`src/common/wdog_regs.vh`:
```
// Register map, field positions, reset values and counts for the watchdog.
// Assumes a 32-bit Avalon-MM slave port with byte addresses.
// Functional notes
// Divider chain on system clock sets interval
// Two-bit select picks one of four intervals
// Timeout flag set at every interval end
// Interrupt needs flag, enable and global enable
// Interrupt and reset paths work independently
// Reset after 512 more clocks without restart
// Reset lasts two machine cycles, sets cause
// Restart bit clears counter, then self-clears
// Reset-enable bit gates reset, counter keeps running
// Any reset or software clears timeout flag
// Cause flag kept until software or power-fail
// Power-on disables; watchdog reset only restarts
// Software restarts watchdog before relying on it
// Protected bits change only after timed unlock
// Interval select resets to shortest interval
// Config bit seven picks RC or core clock
// Timeout flag stays set while counting continues
`ifndef WDOG_REGS_VH
`define WDOG_REGS_VH
// Byte offsets
`define WDOG_CTRL_OFS      8'h00
`define WDOG_IEN_OFS       8'h04
`define WDOG_GIE_OFS       8'h08
`define WDOG_TA_OFS        8'h0c
`define WDOG_STAT_OFS      8'h10
`define WDOG_MASK_OFS      8'h14
`define WDOG_CFG_OFS       8'h18
// Control register fields
`define WDOG_SEL_HI        5
`define WDOG_SEL_LO        4
`define WDOG_TOF_BIT       3
`define WDOG_RCF_BIT       2
`define WDOG_REN_BIT       1
`define WDOG_RST_BIT       0
// Other fields
`define WDOG_IEN_BIT       4
`define WDOG_GIE_BIT       0
`define WDOG_CSRC_BIT      7
`define WDOG_ST_TO_BIT     0
`define WDOG_ST_WR_BIT     1
// Reset values
`define WDOG_SEL_RST       2'h0
`define WDOG_MASK_RST      2'h0
`define WDOG_CFG_RST       1'h0
// Timed access unlock bytes and window
`define WDOG_TA_KEY1       8'haa
`define WDOG_TA_KEY2       8'h55
`define WDOG_TA_WIN        3'h4
// Interval ends (count minus one)
`define WDOG_LIM0          27'h001ffff
`define WDOG_LIM1          27'h00fffff
`define WDOG_LIM2          27'h07fffff
`define WDOG_LIM3          27'h3ffffff
// Grace clocks after timeout, minus one
`define WDOG_GRACE_LAST    10'h1ff
// Reset hold: two machine cycles of four clocks, minus one
`define WDOG_HOLD_LAST     3'h7
`endif

```
`src/hdl/wdog_div_counter.v`:
```
// Divider counter of the watchdog: counts ticks up to a limit and wraps.
// Assumes tick and clear come from logic on the same clock.
`timescale 1ns/1ps
`default_nettype none
module wdog_div_counter (
   // Clock and reset
   input  wire        core_clk_i,
   input  wire        rst_i,
   // Control
   input  wire        clear_i,
   input  wire        tick_i,
   input  wire [26:0] limit_i,
   // Status
   output reg  [26:0] count_o,
   output reg         wrap_o
);

   // Counter: clear wins, wraps at the limit and flags the wrap
   always @(posedge core_clk_i) begin
      if (rst_i || clear_i) begin
         count_o <= 27'h0000000;
         wrap_o  <= 1'b0;
      end else if (tick_i && (count_o >= limit_i)) begin
         count_o <= 27'h0000000;
         wrap_o  <= 1'b1;
      end else begin
         if (tick_i) begin
            count_o <= count_o + 27'h0000001;
         end
         wrap_o <= 1'b0;
      end
   end

endmodule // wdog_div_counter
`default_nettype wire

```
`src/hdl/wdog_timer.v`:
```
// Watchdog timer with interval select, timeout flag and delayed reset.
// Assumes an Avalon-MM master on core_clk_i; por_i and rc_clk_i are
// asynchronous pins and are synchronised here.
//
// Decided for this implementation: the Avalon-MM slave port and the register offsets.
`timescale 1ns/1ps
`default_nettype none
`include "wdog_regs.vh"
module wdog_timer (
   // Clock and reset
   input  wire        core_clk_i,
   input  wire        rst_i,
   // Pins
   input  wire        por_i,
   input  wire        rc_clk_i,
   // Avalon-MM slave
   input  wire [7:0]  address_i,
   input  wire        read_i,
   input  wire        write_i,
   input  wire [31:0] writedata_i,
   input  wire [3:0]  byteenable_i,
   output reg  [31:0] readdata_o,
   output reg         waitrequest_o,
   // To the processor core
   output reg         wdog_irq_o,
   output reg         sys_reset_o,
   output reg         irq_o
);

   // Grace state machine codes
   localparam [2:0] ST_IDLE  = 3'b001;
   localparam [2:0] ST_GRACE = 3'b010;
   localparam [2:0] ST_RST   = 3'b100;

   // Limit of the divider for an interval select code
   function [26:0] sel_limit;
      input [1:0] sel;
      begin
         case (sel)
            2'h0:    sel_limit = `WDOG_LIM0;
            2'h1:    sel_limit = `WDOG_LIM1;
            2'h2:    sel_limit = `WDOG_LIM2;
            default: sel_limit = `WDOG_LIM3;
         endcase
      end
   endfunction

   // Write strobe for low byte at a given offset
   function wr_hit;
      input [7:0] adr;
      input [7:0] ofs;
      input       wr;
      input       be0;
      begin
         wr_hit = wr && be0 && (adr == ofs);
      end
   endfunction

   // Synchronisers for pins
   reg        por_meta_ff;    // First stage, power-on pin
   reg        por_ff;         // Second stage, power-on pin
   reg        rc_meta_ff;     // First stage, RC clock pin
   reg        rc_ff;          // Second stage, RC clock pin
   reg        rc_last_ff;     // Previous RC level for edge detect

   // Register file
   reg  [1:0] sel_ff;         // Interval select
   reg        tof_ff;         // Timeout flag
   reg        rcf_ff;         // Watchdog reset cause flag
   reg        ren_ff;         // Reset on timeout enable
   reg        restart_ff;     // Restart bit, self clearing
   reg        ien_ff;         // Watchdog interrupt enable
   reg        gie_ff;         // Global interrupt enable
   reg        csrc_ff;        // Clock source: 1 = RC oscillator
   reg  [1:0] stat_ff;        // Sticky event status
   reg  [1:0] mask_ff;        // Event mask
   reg        run_ff;         // Watchdog running

   // Timed access
   reg        ta_arm_ff;      // First key seen
   reg  [2:0] ta_win_ff;      // Cycles left in unlock window

   // Grace and reset sequencing
   reg  [2:0] state_ff;       // One-hot state
   reg  [2:0] nxt_state;      // Next state
   reg  [9:0] grace_ff;       // Ticks since timeout
   reg  [2:0] hold_ff;        // Clocks of reset held

   // Bus handshake and internal strobes
   wire       wr_now;         // Write taken at this edge
   wire       ta_open;        // Unlock window open
   wire       ctrl_wr;        // Control register written
   wire       prot_wr;        // Protected bits written
   wire       tick;           // Watchdog clock tick
   wire       cnt_clear;      // Clear the divider
   wire       timeout_ev;     // Interval completed
   wire       wrst_ev;        // Watchdog reset begins
   reg  [31:0] rd_mux;        // Read data selection

   assign wr_now  = write_i && !waitrequest_o;
   assign ta_open = (ta_win_ff != 3'h0);
   assign ctrl_wr = wr_hit(address_i, `WDOG_CTRL_OFS, wr_now, byteenable_i[0]);
   assign prot_wr = ctrl_wr && ta_open;

   // Pin synchronisers; only second stages and rc_last_ff are read by logic
   always @(posedge core_clk_i) begin
      if (rst_i) begin
         por_meta_ff <= 1'b0;
         por_ff      <= 1'b0;
         rc_meta_ff  <= 1'b0;
         rc_ff       <= 1'b0;
         rc_last_ff  <= 1'b0;
      end else begin
         por_meta_ff <= por_i;
         por_ff      <= por_meta_ff;
         rc_meta_ff  <= rc_clk_i;
         rc_ff       <= rc_meta_ff;
         rc_last_ff  <= rc_ff;
      end
   end

   // Tick on every core clock, or on RC rising edge
   assign tick = csrc_ff ? (rc_ff && !rc_last_ff) : 1'b1;

   // Divider is held while stopped, on restart and during own reset
   assign cnt_clear = !run_ff || restart_ff || (state_ff == ST_RST);

   // Divider chain
   wdog_div_counter u_div (
      .core_clk_i (core_clk_i),
      .rst_i      (rst_i),
      .clear_i    (cnt_clear),
      .tick_i     (tick),
      .limit_i    (sel_limit(sel_ff)),
      .count_o    (),
      .wrap_o     (timeout_ev)
   );

   assign wrst_ev = (state_ff != ST_RST) && (nxt_state == ST_RST);

   // Avalon handshake: one wait state, then the request is taken
   always @(posedge core_clk_i) begin
      if (rst_i) begin
         waitrequest_o <= 1'b1;
      end else begin
         waitrequest_o <= !((read_i || write_i) && waitrequest_o);
      end
   end

   // Read data selection; unmapped offsets read zero
   always @* begin
      rd_mux = 32'h00000000;
      case (address_i)
         `WDOG_CTRL_OFS: begin
            rd_mux[`WDOG_SEL_HI:`WDOG_SEL_LO] = sel_ff;
            rd_mux[`WDOG_TOF_BIT] = tof_ff;
            rd_mux[`WDOG_RCF_BIT] = rcf_ff;
            rd_mux[`WDOG_REN_BIT] = ren_ff;
            rd_mux[`WDOG_RST_BIT] = restart_ff;
         end
         `WDOG_IEN_OFS:  rd_mux[`WDOG_IEN_BIT]  = ien_ff;
         `WDOG_GIE_OFS:  rd_mux[`WDOG_GIE_BIT]  = gie_ff;
         `WDOG_TA_OFS:   rd_mux[0]              = ta_open;
         `WDOG_STAT_OFS: rd_mux[1:0]            = stat_ff;
         `WDOG_MASK_OFS: rd_mux[1:0]            = mask_ff;
         `WDOG_CFG_OFS:  rd_mux[`WDOG_CSRC_BIT] = csrc_ff;
         default:        rd_mux = 32'h00000000;
      endcase
   end

   // Read data are loaded in the wait cycle and stand at the taking edge
   always @(posedge core_clk_i) begin
      if (rst_i) begin
         readdata_o <= 32'h00000000;
      end else if (read_i && waitrequest_o) begin
         readdata_o <= rd_mux;
      end
   end

   // Timed access: first key arms, second key opens a short window
   always @(posedge core_clk_i) begin
      if (rst_i || por_ff) begin
         ta_arm_ff <= 1'b0;
         ta_win_ff <= 3'h0;
      end else if (wr_hit(address_i, `WDOG_TA_OFS, wr_now, byteenable_i[0])) begin
         // Key sequence: first key arms, second key right after it opens
         ta_arm_ff <= (writedata_i[7:0] == `WDOG_TA_KEY1);
         if (ta_arm_ff && (writedata_i[7:0] == `WDOG_TA_KEY2)) begin
            ta_win_ff <= `WDOG_TA_WIN;
         end else begin
            ta_win_ff <= 3'h0;
         end
      end else if (ctrl_wr) begin                         // Control write closes the window
         ta_arm_ff <= 1'b0;
         ta_win_ff <= 3'h0;
      end else if (ta_open) begin                         // Window runs down
         ta_win_ff <= ta_win_ff - 3'h1;
      end
   end

   // Interval select: free to write, resets to the shortest interval
   always @(posedge core_clk_i) begin
      if (rst_i || por_ff) begin
         sel_ff <= `WDOG_SEL_RST;
      end else if (ctrl_wr) begin
         sel_ff <= writedata_i[`WDOG_SEL_HI:`WDOG_SEL_LO];
      end
   end

   // Restart bit, written under unlock and cleared by hardware next cycle;
   // power-on stops the watchdog and only a restart starts it again
   always @(posedge core_clk_i) begin
      if (rst_i || por_ff) begin
         restart_ff <= 1'b0;
         run_ff     <= 1'b0;
      end else begin
         restart_ff <= prot_wr && writedata_i[`WDOG_RST_BIT];
         if (restart_ff) begin
            run_ff <= 1'b1;
         end
      end
   end

   // Reset-on-timeout enable, protected
   always @(posedge core_clk_i) begin
      if (rst_i || por_ff) begin
         ren_ff <= 1'b0;
      end else if (prot_wr) begin
         ren_ff <= writedata_i[`WDOG_REN_BIT];
      end
   end

   // Timeout flag: set wins over clear, cleared by every reset
   always @(posedge core_clk_i) begin
      if (rst_i || por_ff || (state_ff == ST_RST)) begin
         tof_ff <= 1'b0;
      end else if (timeout_ev) begin
         tof_ff <= 1'b1;
      end else if (prot_wr && !writedata_i[`WDOG_TOF_BIT]) begin
         tof_ff <= 1'b0;
      end
   end

   // Reset cause flag: only power-fail or software clears it
   always @(posedge core_clk_i) begin
      if (rst_i || por_ff) begin
         rcf_ff <= 1'b0;
      end else if (wrst_ev) begin
         rcf_ff <= 1'b1;
      end else if (ctrl_wr && !writedata_i[`WDOG_RCF_BIT]) begin
         rcf_ff <= 1'b0;
      end
   end

   // Interrupt enables and clock source configuration
   always @(posedge core_clk_i) begin
      if (rst_i || por_ff) begin
         ien_ff  <= 1'b0;
         gie_ff  <= 1'b0;
         csrc_ff <= `WDOG_CFG_RST;
      end else begin
         if (wr_hit(address_i, `WDOG_IEN_OFS, wr_now, byteenable_i[0])) begin // Individual enable
            ien_ff <= writedata_i[`WDOG_IEN_BIT];
         end
         if (wr_hit(address_i, `WDOG_GIE_OFS, wr_now, byteenable_i[0])) begin // Global enable
            gie_ff <= writedata_i[`WDOG_GIE_BIT];
         end
         if (wr_hit(address_i, `WDOG_CFG_OFS, wr_now, byteenable_i[0])) begin // Clock source
            csrc_ff <= writedata_i[`WDOG_CSRC_BIT];
         end
      end
   end

   // Sticky status, write one to clear, event wins over clear
   always @(posedge core_clk_i) begin
      if (rst_i || por_ff) begin
         stat_ff <= 2'h0;
      end else begin
         if (timeout_ev) begin
            stat_ff[`WDOG_ST_TO_BIT] <= 1'b1;
         end else if (wr_hit(address_i, `WDOG_STAT_OFS, wr_now, byteenable_i[0]) &&
                      writedata_i[`WDOG_ST_TO_BIT]) begin
            stat_ff[`WDOG_ST_TO_BIT] <= 1'b0;
         end
         if (wrst_ev) begin
            stat_ff[`WDOG_ST_WR_BIT] <= 1'b1;
         end else if (wr_hit(address_i, `WDOG_STAT_OFS, wr_now, byteenable_i[0]) &&
                      writedata_i[`WDOG_ST_WR_BIT]) begin
            stat_ff[`WDOG_ST_WR_BIT] <= 1'b0;
         end
      end
   end

   // Mask register
   always @(posedge core_clk_i) begin
      if (rst_i || por_ff) begin
         mask_ff <= `WDOG_MASK_RST;
      end else if (wr_hit(address_i, `WDOG_MASK_OFS, wr_now, byteenable_i[0])) begin
         mask_ff <= writedata_i[1:0];
      end
   end

   // Grace and reset sequencing, next state
   always @* begin
      nxt_state = state_ff;
      case (state_ff)
         ST_IDLE: begin
            // Wait for an interval to end
            if (timeout_ev) begin
               nxt_state = ST_GRACE;
            end
         end
         ST_GRACE: begin
            // Restart aborts; otherwise count the extra clocks
            if (restart_ff || !run_ff) begin
               nxt_state = ST_IDLE;
            end else if (tick && (grace_ff == `WDOG_GRACE_LAST)) begin
               nxt_state = ren_ff ? ST_RST : ST_IDLE;
            end
         end
         ST_RST: begin
            // Hold the system reset
            if (hold_ff == `WDOG_HOLD_LAST) begin
               nxt_state = ST_IDLE;
            end
         end
         default: nxt_state = ST_IDLE;
      endcase
   end

   // Grace and reset sequencing, registers
   always @(posedge core_clk_i) begin
      if (rst_i || por_ff) begin
         state_ff <= ST_IDLE;
         grace_ff <= 10'h000;
         hold_ff  <= 3'h0;
      end else begin
         state_ff <= nxt_state;
         // Grace counter runs only in its state
         if (state_ff != ST_GRACE) begin
            grace_ff <= 10'h000;
         end else if (tick) begin
            grace_ff <= grace_ff + 10'h001;
         end
         // Hold counter runs only while resetting
         if (state_ff != ST_RST) begin
            hold_ff <= 3'h0;
         end else begin
            hold_ff <= hold_ff + 3'h1;
         end
      end
   end

   // Outputs, all registered
   always @(posedge core_clk_i) begin
      if (rst_i || por_ff) begin
         sys_reset_o <= 1'b0;
         wdog_irq_o  <= 1'b0;
         irq_o       <= 1'b0;
      end else begin
         sys_reset_o <= (nxt_state == ST_RST);
         wdog_irq_o  <= tof_ff && ien_ff && gie_ff;
         irq_o       <= |(stat_ff & mask_ff);
      end
   end

endmodule // wdog_timer
`default_nettype wire

```
`config.mk`:
```
export PLATFORM = sky130hd
export DESIGN_NAME = wdog_timer
export DESIGN_NICKNAME = d
export VERILOG_FILES = /design/src/hdl/wdog_div_counter.v /design/src/hdl/wdog_timer.v
export VERILOG_INCLUDE_DIRS = /design/src /design/src/common
export SDC_FILE = /design/constraint.sdc
export NUM_CORES = 1
export LEC_CHECK = 0
export BUFFER_PORTS_ARGS = -buffer_cell sky130_fd_sc_hd__buf_2
export CORE_ASPECT_RATIO = 1.2
export CORE_MARGIN = 10
export CORE_UTILIZATION = 25
export DETAILED_ROUTE_END_ITERATION = 6
export SETUP_SLACK_MARGIN = 0.02
export SLEW_MARGIN = 20
export SYNTH_ARGS = -nofsm -noshare
export SYNTH_HDL_FRONTEND = slang
export SYNTH_SLANG_ARGS = --single-unit
```
`constraint.sdc`:
```
create_clock -name core_clk_i -period 3.5 [get_ports core_clk_i]
set_clock_uncertainty 0.2 [all_clocks]
set_input_delay 0.175 -clock core_clk_i [delete_from_list [all_inputs] [get_ports core_clk_i]]
set_output_delay 0.175 -clock core_clk_i [all_outputs]
set_load 0.05 [all_outputs]
```
==> results of run 1 <==
## path summary, 6_finish.rpt
kind | cells past startpoint | slack (ps) | to | startpoint
worst max-delay path | 7 | 1030 | ta_arm_ff | rst_i
worst min-delay path | 4 | 10 | readdata_o[4] | address_i[1]
worst max register to register | 5 | 1120 | ta_arm_ff | waitrequest_o
worst min register to register | 1 | 230 | hold_ff[0] | hold_ff[0]
## power by group through the flow
stage	clock (mW)	combinational [mW]	sequential (mW)
after floorplan	0	0.170	0.939
after global placement	0	0.198	0.932
after detailed placement	0	0.207	0.932
after CTS	0.953	0.222	0.913
after global routing	0.994	0.243	0.913
final	0.923	0.219	0.913
## metrics by stage
step           setup slack [ps]  hold WS (ps)   util  std cells
3_3_place_gp               1300           196  0.272        669
4_1_cts                    1040         0.539  0.300        700
5_1_grt                     926          41.9  0.300        700
2_1_floorplan              1460          90.9      -        464
6_report                   1030          12.8  0.300        700
3_5_place_dp               1230           197  0.272        669
## cell type report
| cell class | instances | area (sq um) | area share |
|---|---|---|---|
| Multi-Input combinational cell | 337 | 2160 | 0.465 |
| Clock buffer | 11 | 233 | 0.0500 |
| Sequential cell | 78 | 1560 | 0.335 |
| Tap cell | 208 | 260 | 0.0559 |
| Timing Repair Buffer | 52 | 345 | 0.0742 |
| Clock inverter | 5 | 60.1 | 0.0129 |
| Inverter | 9 | 33.8 | 0.00725 |
## cell families after synthesis
| logic type | synth area share |
|---|---|
| AO/OA/AOI/OAI | 0.105 |
| XOR/XNOR | 0.0779 |
| adder cells (fa/ha/maj) | 0.0477 |
| buffers and inverters | 0.0766 |
| flip-flops | 0.397 |
| multiplexers | 0.0178 |
| other | 0.000953 |
| AND/OR/NAND/NOR | 0.278 |
## registers in the layout (all words and copies together) (netlist names), 2 cells and up
signal,cells
u_div.count_o,27
stat_ff,2
state_ff,3
grace_ff,10
readdata_o,7
hold_ff,3
ta_win_ff,3
sel_ff,2
mask_ff,2
## per-layer routing
layer	GRT usage	part of all wire	vias up
li1	-	-	1615
met1	0.103	0.41	1567
met2	0.153	0.51	81
met3	0.0338	0.068	9
met4	0.0327	0.014	0
met5	0	0	-
## worst min-delay path, delay by kind of cell
| family | cells | cell delay (ps) |
|---|---|---|
| buffers and inverters | 1 | 120 |
| AO/OA/AOI/OAI | 1 | 60 |
| AND/OR/NAND/NOR | 2 | 150 |
## Yosys cell counts, types with 4 or more instances
cell type | instances | area share
inv_1 | 9 | 0.0086
mux2i_1 | 7 | 0.018
nor3_1 | 28 | 0.036
a21oi_1 | 25 | 0.032
nor2b_1 | 9 | 0.014
nand3_1 | 19 | 0.024
nor3b_1 | 4 | 0.0076
nand2_1 | 35 | 0.033
xnor2_1 | 15 | 0.033
o21ai_0 | 9 | 0.011
xor2_1 | 20 | 0.045
or3_1 | 4 | 0.0064
buf_4 | 25 | 0.048
and3_1 | 11 | 0.017
nor2_1 | 34 | 0.032
ha_1 | 15 | 0.048
clkbuf_1 | 6 | 0.0057
nand2b_1 | 5 | 0.0079
nand4_1 | 20 | 0.032
nor3_2 | 6 | 0.015
buf_2 | 7 | 0.0089
dfxtp_1 | 78 | 0.40
## what timing repair did
action | in CTS | in global routing
hold endpoints to repair | 16 | 0
hold buffers | 15 | 0
setup endpoints to repair | 0 | 0
==> results.py, run 1 <==
metrics = {
    "critical_path": {
        "worst-path-buf-inv": 3,
        "path_delay_family": "buffers and inverters",
        "setup.worst_path.class": "primary input to flip-flop",
        "cp-end-kind": "flip-flop",
        "cpPeakStageDelay_ps": 570,
        "path_cells": "dlygate4sd3_1 -> buf_2 -> nor2_1 -> nand2_1 -> or4_1 -> dlygate4sd3_1 -> o22ai_1",
        "critPathLaunchType": "primary input",
        "cp.arrival_ps": 2540,
        "critPathSlowestCell": "dlygate4sd3_1",
        "crit_fanout": 14,
        "cpMostUsedCell": "dlygate4sd3_1",
        "cp.required_ps": 3560,
    },
    "route": {
        "viasPerCell": 4.67,
        "drtIter0Drc": 203,
        "drc_errors": 0,
        "dr.pass1.iters": 4,
        "wire_per_inst_um": 13.5,
        "wl_um": 9440,
        "ant_nets": 0,
        "num_vias": 3272,
    },
    "cells_and_area": {
        "final_cell_mix": "78 x dfxtp_1, 35 x nand2_1, 34 x nor2_1, 33 x buf_2, 28 x nor3_1",
        "n_antenna_cell": 0,
        "final_cell_area_sq_mm": 0.00466,
        "drive_above_1_share": 0.132,
        "nNetsFinal": 552,
        "synthToLayoutAreaGrowth_pct": 18.3,
        "final_common_cell": "dfxtp_1",
        "num-fill-cells": 1643,
    },
    "placement": {
        "placed_area_sq_mm": 0.00421,
        "io_buffer_count": 33,
        "gp_congestion": 0.838,
        "hpwl_um": 6950,
    },
    "power_and_ir_drop": {
        "p_leak_nw": 1.71,
        "switching_share": 0.259,
        "max-vdd-ir-drop_v": 0.000284,
        "p_switching_mw": 0.532,
        "p_total_mw": 2.05,
        "p_clk_frac": 0.449,
        "power.density_mw_per_mm2": 441,
        "seq_power_share": 0.444,
        "internal-power_mw": 1.52,
        "power_frac_comb": 0.107,
    },
    "run": {
        "drv_cap": 0,
    },
    "timing": {
        "rsz0062_at_grt": "no",
        "setup_viol": 0,
        "min_period_ps": 2470,
        "setup-tns-final_ps": 0,
        "final_max_slew_viol_count": 0,
        "fmax_mhz": 404,
        "worst_slew_pin_slew_ps": 597,
        "finalHoldViolCount": 0,
        "slew_headroom": 0.601,
        "fin_crit_sh": 0.707,
    },
    "cts": {
        "cts_tree": "built",
        "htreeDepth": 3,
        "clk_pin_slew_ps": 60,
        "cts_made_buffers": 9,
        "cts_sinks": 78,
        "clock_path_buffers": 2,
        "cts_resized": 0,
        "post_cts_buffers": 0,
        "cts-root-buf": "clkbuf_16",
        "clock_latency_ps": 340,
    },
    "floorplanning": {
        "die_area_sq_mm": 0.0212,
        "ioPinCount": 86,
        "die_y_um": 157,
        "start_util": 0.254,
        "fp.coreArea_sq_mm": 0.0155,
        "die_x_um": 135,
        "row_count": 50,
    },
    "global_route": {
        "grt_pass1_wl_um": 15700,
        "antenna_found_initial": 0,
        "grt_pass1_vias": 3218,
        "grt_start_max_net_pins": 29,
        "overflow": 0,
        "gr-usage-all-layers": 0.0908,
    },
    "logic_synthesis": {
        "yosysUniqueCellTypes": 54,
        "yosysWarnings": 0,
        "syn-cell-area_sq_mm": 0.00394,
        "ys_ff_latch": 78,
        "ys.flop_type": "dfxtp_1",
        "synth.avg_cell_area_sq_um": 8.95,
        "synth_edf_count": 0,
        "async_reset_ff_frac": 0,
        "synth-seq-area-share": 0.397,
        "netlist_instances": 440,
    },
    "status": {
        "status": "finished clean",
    },
    "worst_hold_path": {
        "min_path_type": "primary input to flip-flop",
    },
}
Note: power is estimated with default switching activity, not from simulation.
==> run 2: changes to the inputs <==
ABC_AREA = 1   (was not set)
clock period = 2.11 ns   (was 3.5 ns; I/O delays follow)
==> run 2 against run 1 <==
Effect of this change: register-to-register slack lost 1100 ps; die area grew 5.1%; clock-buffer cell count is the same; worst setup slack lost 990 ps; cell area grew 11%; utilization grew 1.5 points; critical endpoint is now u_div.count_o[26].
==> results.py, run 2 <==
metrics = {
    "status": {
        "status": "finished clean",
    },
    "power_and_ir_drop": {
        "seq_power_share": 0.423,
        "power.density_mw_per_mm2": 700,
        "p_clk_frac": 0.459,
        "p_leak_nw": 2.15,
        "max-vdd-ir-drop_v": 0.000300,
        "power_frac_comb": 0.117,
        "p_switching_mw": 0.932,
        "p_total_mw": 3.60,
        "switching_share": 0.259,
        "internal-power_mw": 2.67,
    },
    "floorplanning": {
        "die_y_um": 161,
        "die_area_sq_mm": 0.0223,
        "start_util": 0.255,
        "ioPinCount": 86,
        "fp.coreArea_sq_mm": 0.0163,
        "die_x_um": 138,
        "row_count": 51,
    },
    "cells_and_area": {
        "drive_above_1_share": 0.155,
        "final_common_cell": "nand2_1",
        "n_antenna_cell": 0,
        "final_cell_mix": "109 x nand2_1, 88 x inv_1, 82 x nor2_1, 76 x dfxtp_1, 35 x a21oi_1",
        "num-fill-cells": 1827,
        "multi_input_area_sq_mm": 0.00218,
        "nNetsFinal": 724,
        "top_register": "u_div.count_o",
        "reg_top3": "u_div.count_o: 27 flops, grace_ff: 10 flops, readdata_o: 7 flops",
        "synthToLayoutAreaGrowth_pct": 23.4,
        "seqCellArea_sq_mm": 0.00157,
        "largest_reg_flops": 27,
    },
    "logic_synthesis": {
        "ys_ff_latch": 78,
        "yosysUniqueCellTypes": 38,
        "yosysWarnings": 0,
        "synth-seq-area-share": 0.374,
        "async_reset_ff_frac": 0,
        "synth_top_cells_by_count": "111 x nand2_1, 88 x inv_1, 83 x nor2_1",
        "ys.flop_type": "dfxtp_1",
        "synth_largest_area_cell": "dfxtp_1",
        "yosys-top-cells-area": "dfxtp_1 37%, nand2_1 10%, inv_1 7.9%",
        "synth_edf_count": 0,
        "syn-cell-area_sq_mm": 0.00417,
        "synth_top_area_share": 0.374,
        "synth_most_common_cell": "nand2_1",
        "netlist_instances": 593,
        "synth.avg_cell_area_sq_um": 7.03,
    },
    "worst_hold_path": {
        "min_path_type": "primary input to flip-flop",
        "hold_depth": 5,
    },
    "timing": {
        "rsz0062_at_grt": "yes",
        "fin_crit_sh": 0.981,
        "finalHoldViolCount": 0,
        "final_max_slew_viol_count": 0,
        "setup_viol": 0,
        "slew_headroom": 0.657,
        "min_period_ps": 2070,
        "worst_slew_pin_slew_ps": 510,
        "fmax_mhz": 483,
        "hold_ws_ps": 48.3,
    },
    "route": {
        "viasPerCell": 4.16,
        "wl_um": 9260,
        "wire_per_inst_um": 10.6,
        "num_vias": 3648,
        "dr.pass1.iters": 4,
        "drtIter0Drc": 211,
        "ant_nets": 0,
        "drc_errors": 0,
    },
    "placement": {
        "io_buffer_count": 33,
        "gp_congestion": 0.816,
        "hpwl_um": 6990,
    },
    "cts": {
        "cts_sinks": 78,
        "clk_pin_slew_ps": 60,
        "clock_latency_ps": 340,
        "htreeDepth": 3,
        "cts_tree": "built",
        "cts_made_buffers": 9,
        "cts-root-buf": "clkbuf_16",
        "clock_path_buffers": 2,
    },
    "global_route": {
        "antenna_found_initial": 0,
        "grt_pass1_wl_um": 15800,
        "gr-usage-all-layers": 0.0858,
        "grt_pass1_vias": 3461,
        "overflow": 0,
        "grt_start_max_net_pins": 17,
    },
    "critical_path": {
        "cp-end-kind": "flip-flop",
        "cp.arrival_ps": 2150,
        "cp.required_ps": 2190,
        "crit_fanout": 8,
        "r2r_slack_ps": 40,
        "critPathLaunchType": "flip-flop",
        "r2r_cells": 14,
        "setup.worst_path.class": "flip-flop to flip-flop",
    },
    "run": {
        "drv_cap": 0,
    },
}
-- run 2: final timing paths --
path,from,to
max reg2reg,sel_ff[1],u_div.count_o[26]
min,address_i[3],readdata_o[0]
max,sel_ff[1],u_div.count_o[26]
min reg2reg,rc_meta_ff,rc_ff
-- run 2: final cells by class --
type / instances / area share
multi-input combinational: 417 / 0.423
timing repair buffer: 64 / 0.0943
inverter: 89 / 0.0649
tap: 212 / 0.0515
clock inverter: 5 / 0.0163
sequential: 78 / 0.305
clock buffer: 11 / 0.0452
-- run 2: cell families (layout without fill, tap and decap cells) --
family	Yosys count	after routing	share of synthesized area
fa+ha+maj	15	15	0.0450
xor+xnor	19	19	0.0399
other cells	1	25	0.000899
buf+inv	122	169	0.140
flops	78	78	0.374
mux	1	1	0.00240
compound gates	68	68	0.0873
simple gates	289	289	0.311
-- run 2: power by group through the flow --
stage / Clock, mW / Combinational (mW) / Sequential (mW)
after global routing: 1.76 / 0.474 / 1.53
after floorplan: 0 / 0.308 / 1.60
after CTS: 1.69 / 0.423 / 1.53
after detailed placement: 0 / 0.398 / 1.56
final: 1.65 / 0.421 / 1.53
after global placement: 0 / 0.392 / 1.56
-- run 2: timing repair --
| action | in CTS | in global routing |
|---|---|---|
| endpoints found under the hold margin | 23 | 0 |
| resized for setup | 1 | 13 |
| hold buffers | 19 | 0 |
| cloned | 0 | 1 |
| buffers inserted | 0 | 1 |
| pin swaps | 0 | 6 |
| endpoints found under the setup margin | 24 | 28 |
-- run 2: worst max-delay path, stage by stage (launching register included) --
cell and delay [ps]:
dfxtp_4 370, inv_1 90, ha_1 320, nand2_1 110
inv_1 40, nand2_1 60, nand2_1 50, nand2_1 50
nand2_1 40, nor2_1 120, nand3_2 90, nand2_2 100
nand2_4 90, clkbuf_16 190, nor2_1 80
-- run 2: through the flow --
stage          cell area (sq um)  setup WS (ps)  TNS, ps  utilization  std cells
6_report                    5150           40.0        0        0.315        876
5_1_grt                     5150          -81.9    -1670        0.315        876
4_1_cts                     5060           50.0        0        0.310        875
3_5_place_dp                4550           6.37        0        0.279        840
3_3_place_gp                4550           26.8        0        0.279        840
2_1_floorplan               4260            191        0            -        617
-- run 2: layer usage --
layer	GRT usage	wire (um)	vias up
li1	-	-	1955
met3	0.0230	377	12
met5	0	0	-
met2	0.144	4560	51
met4	0.0328	143	0
met1	0.101	4180	1630
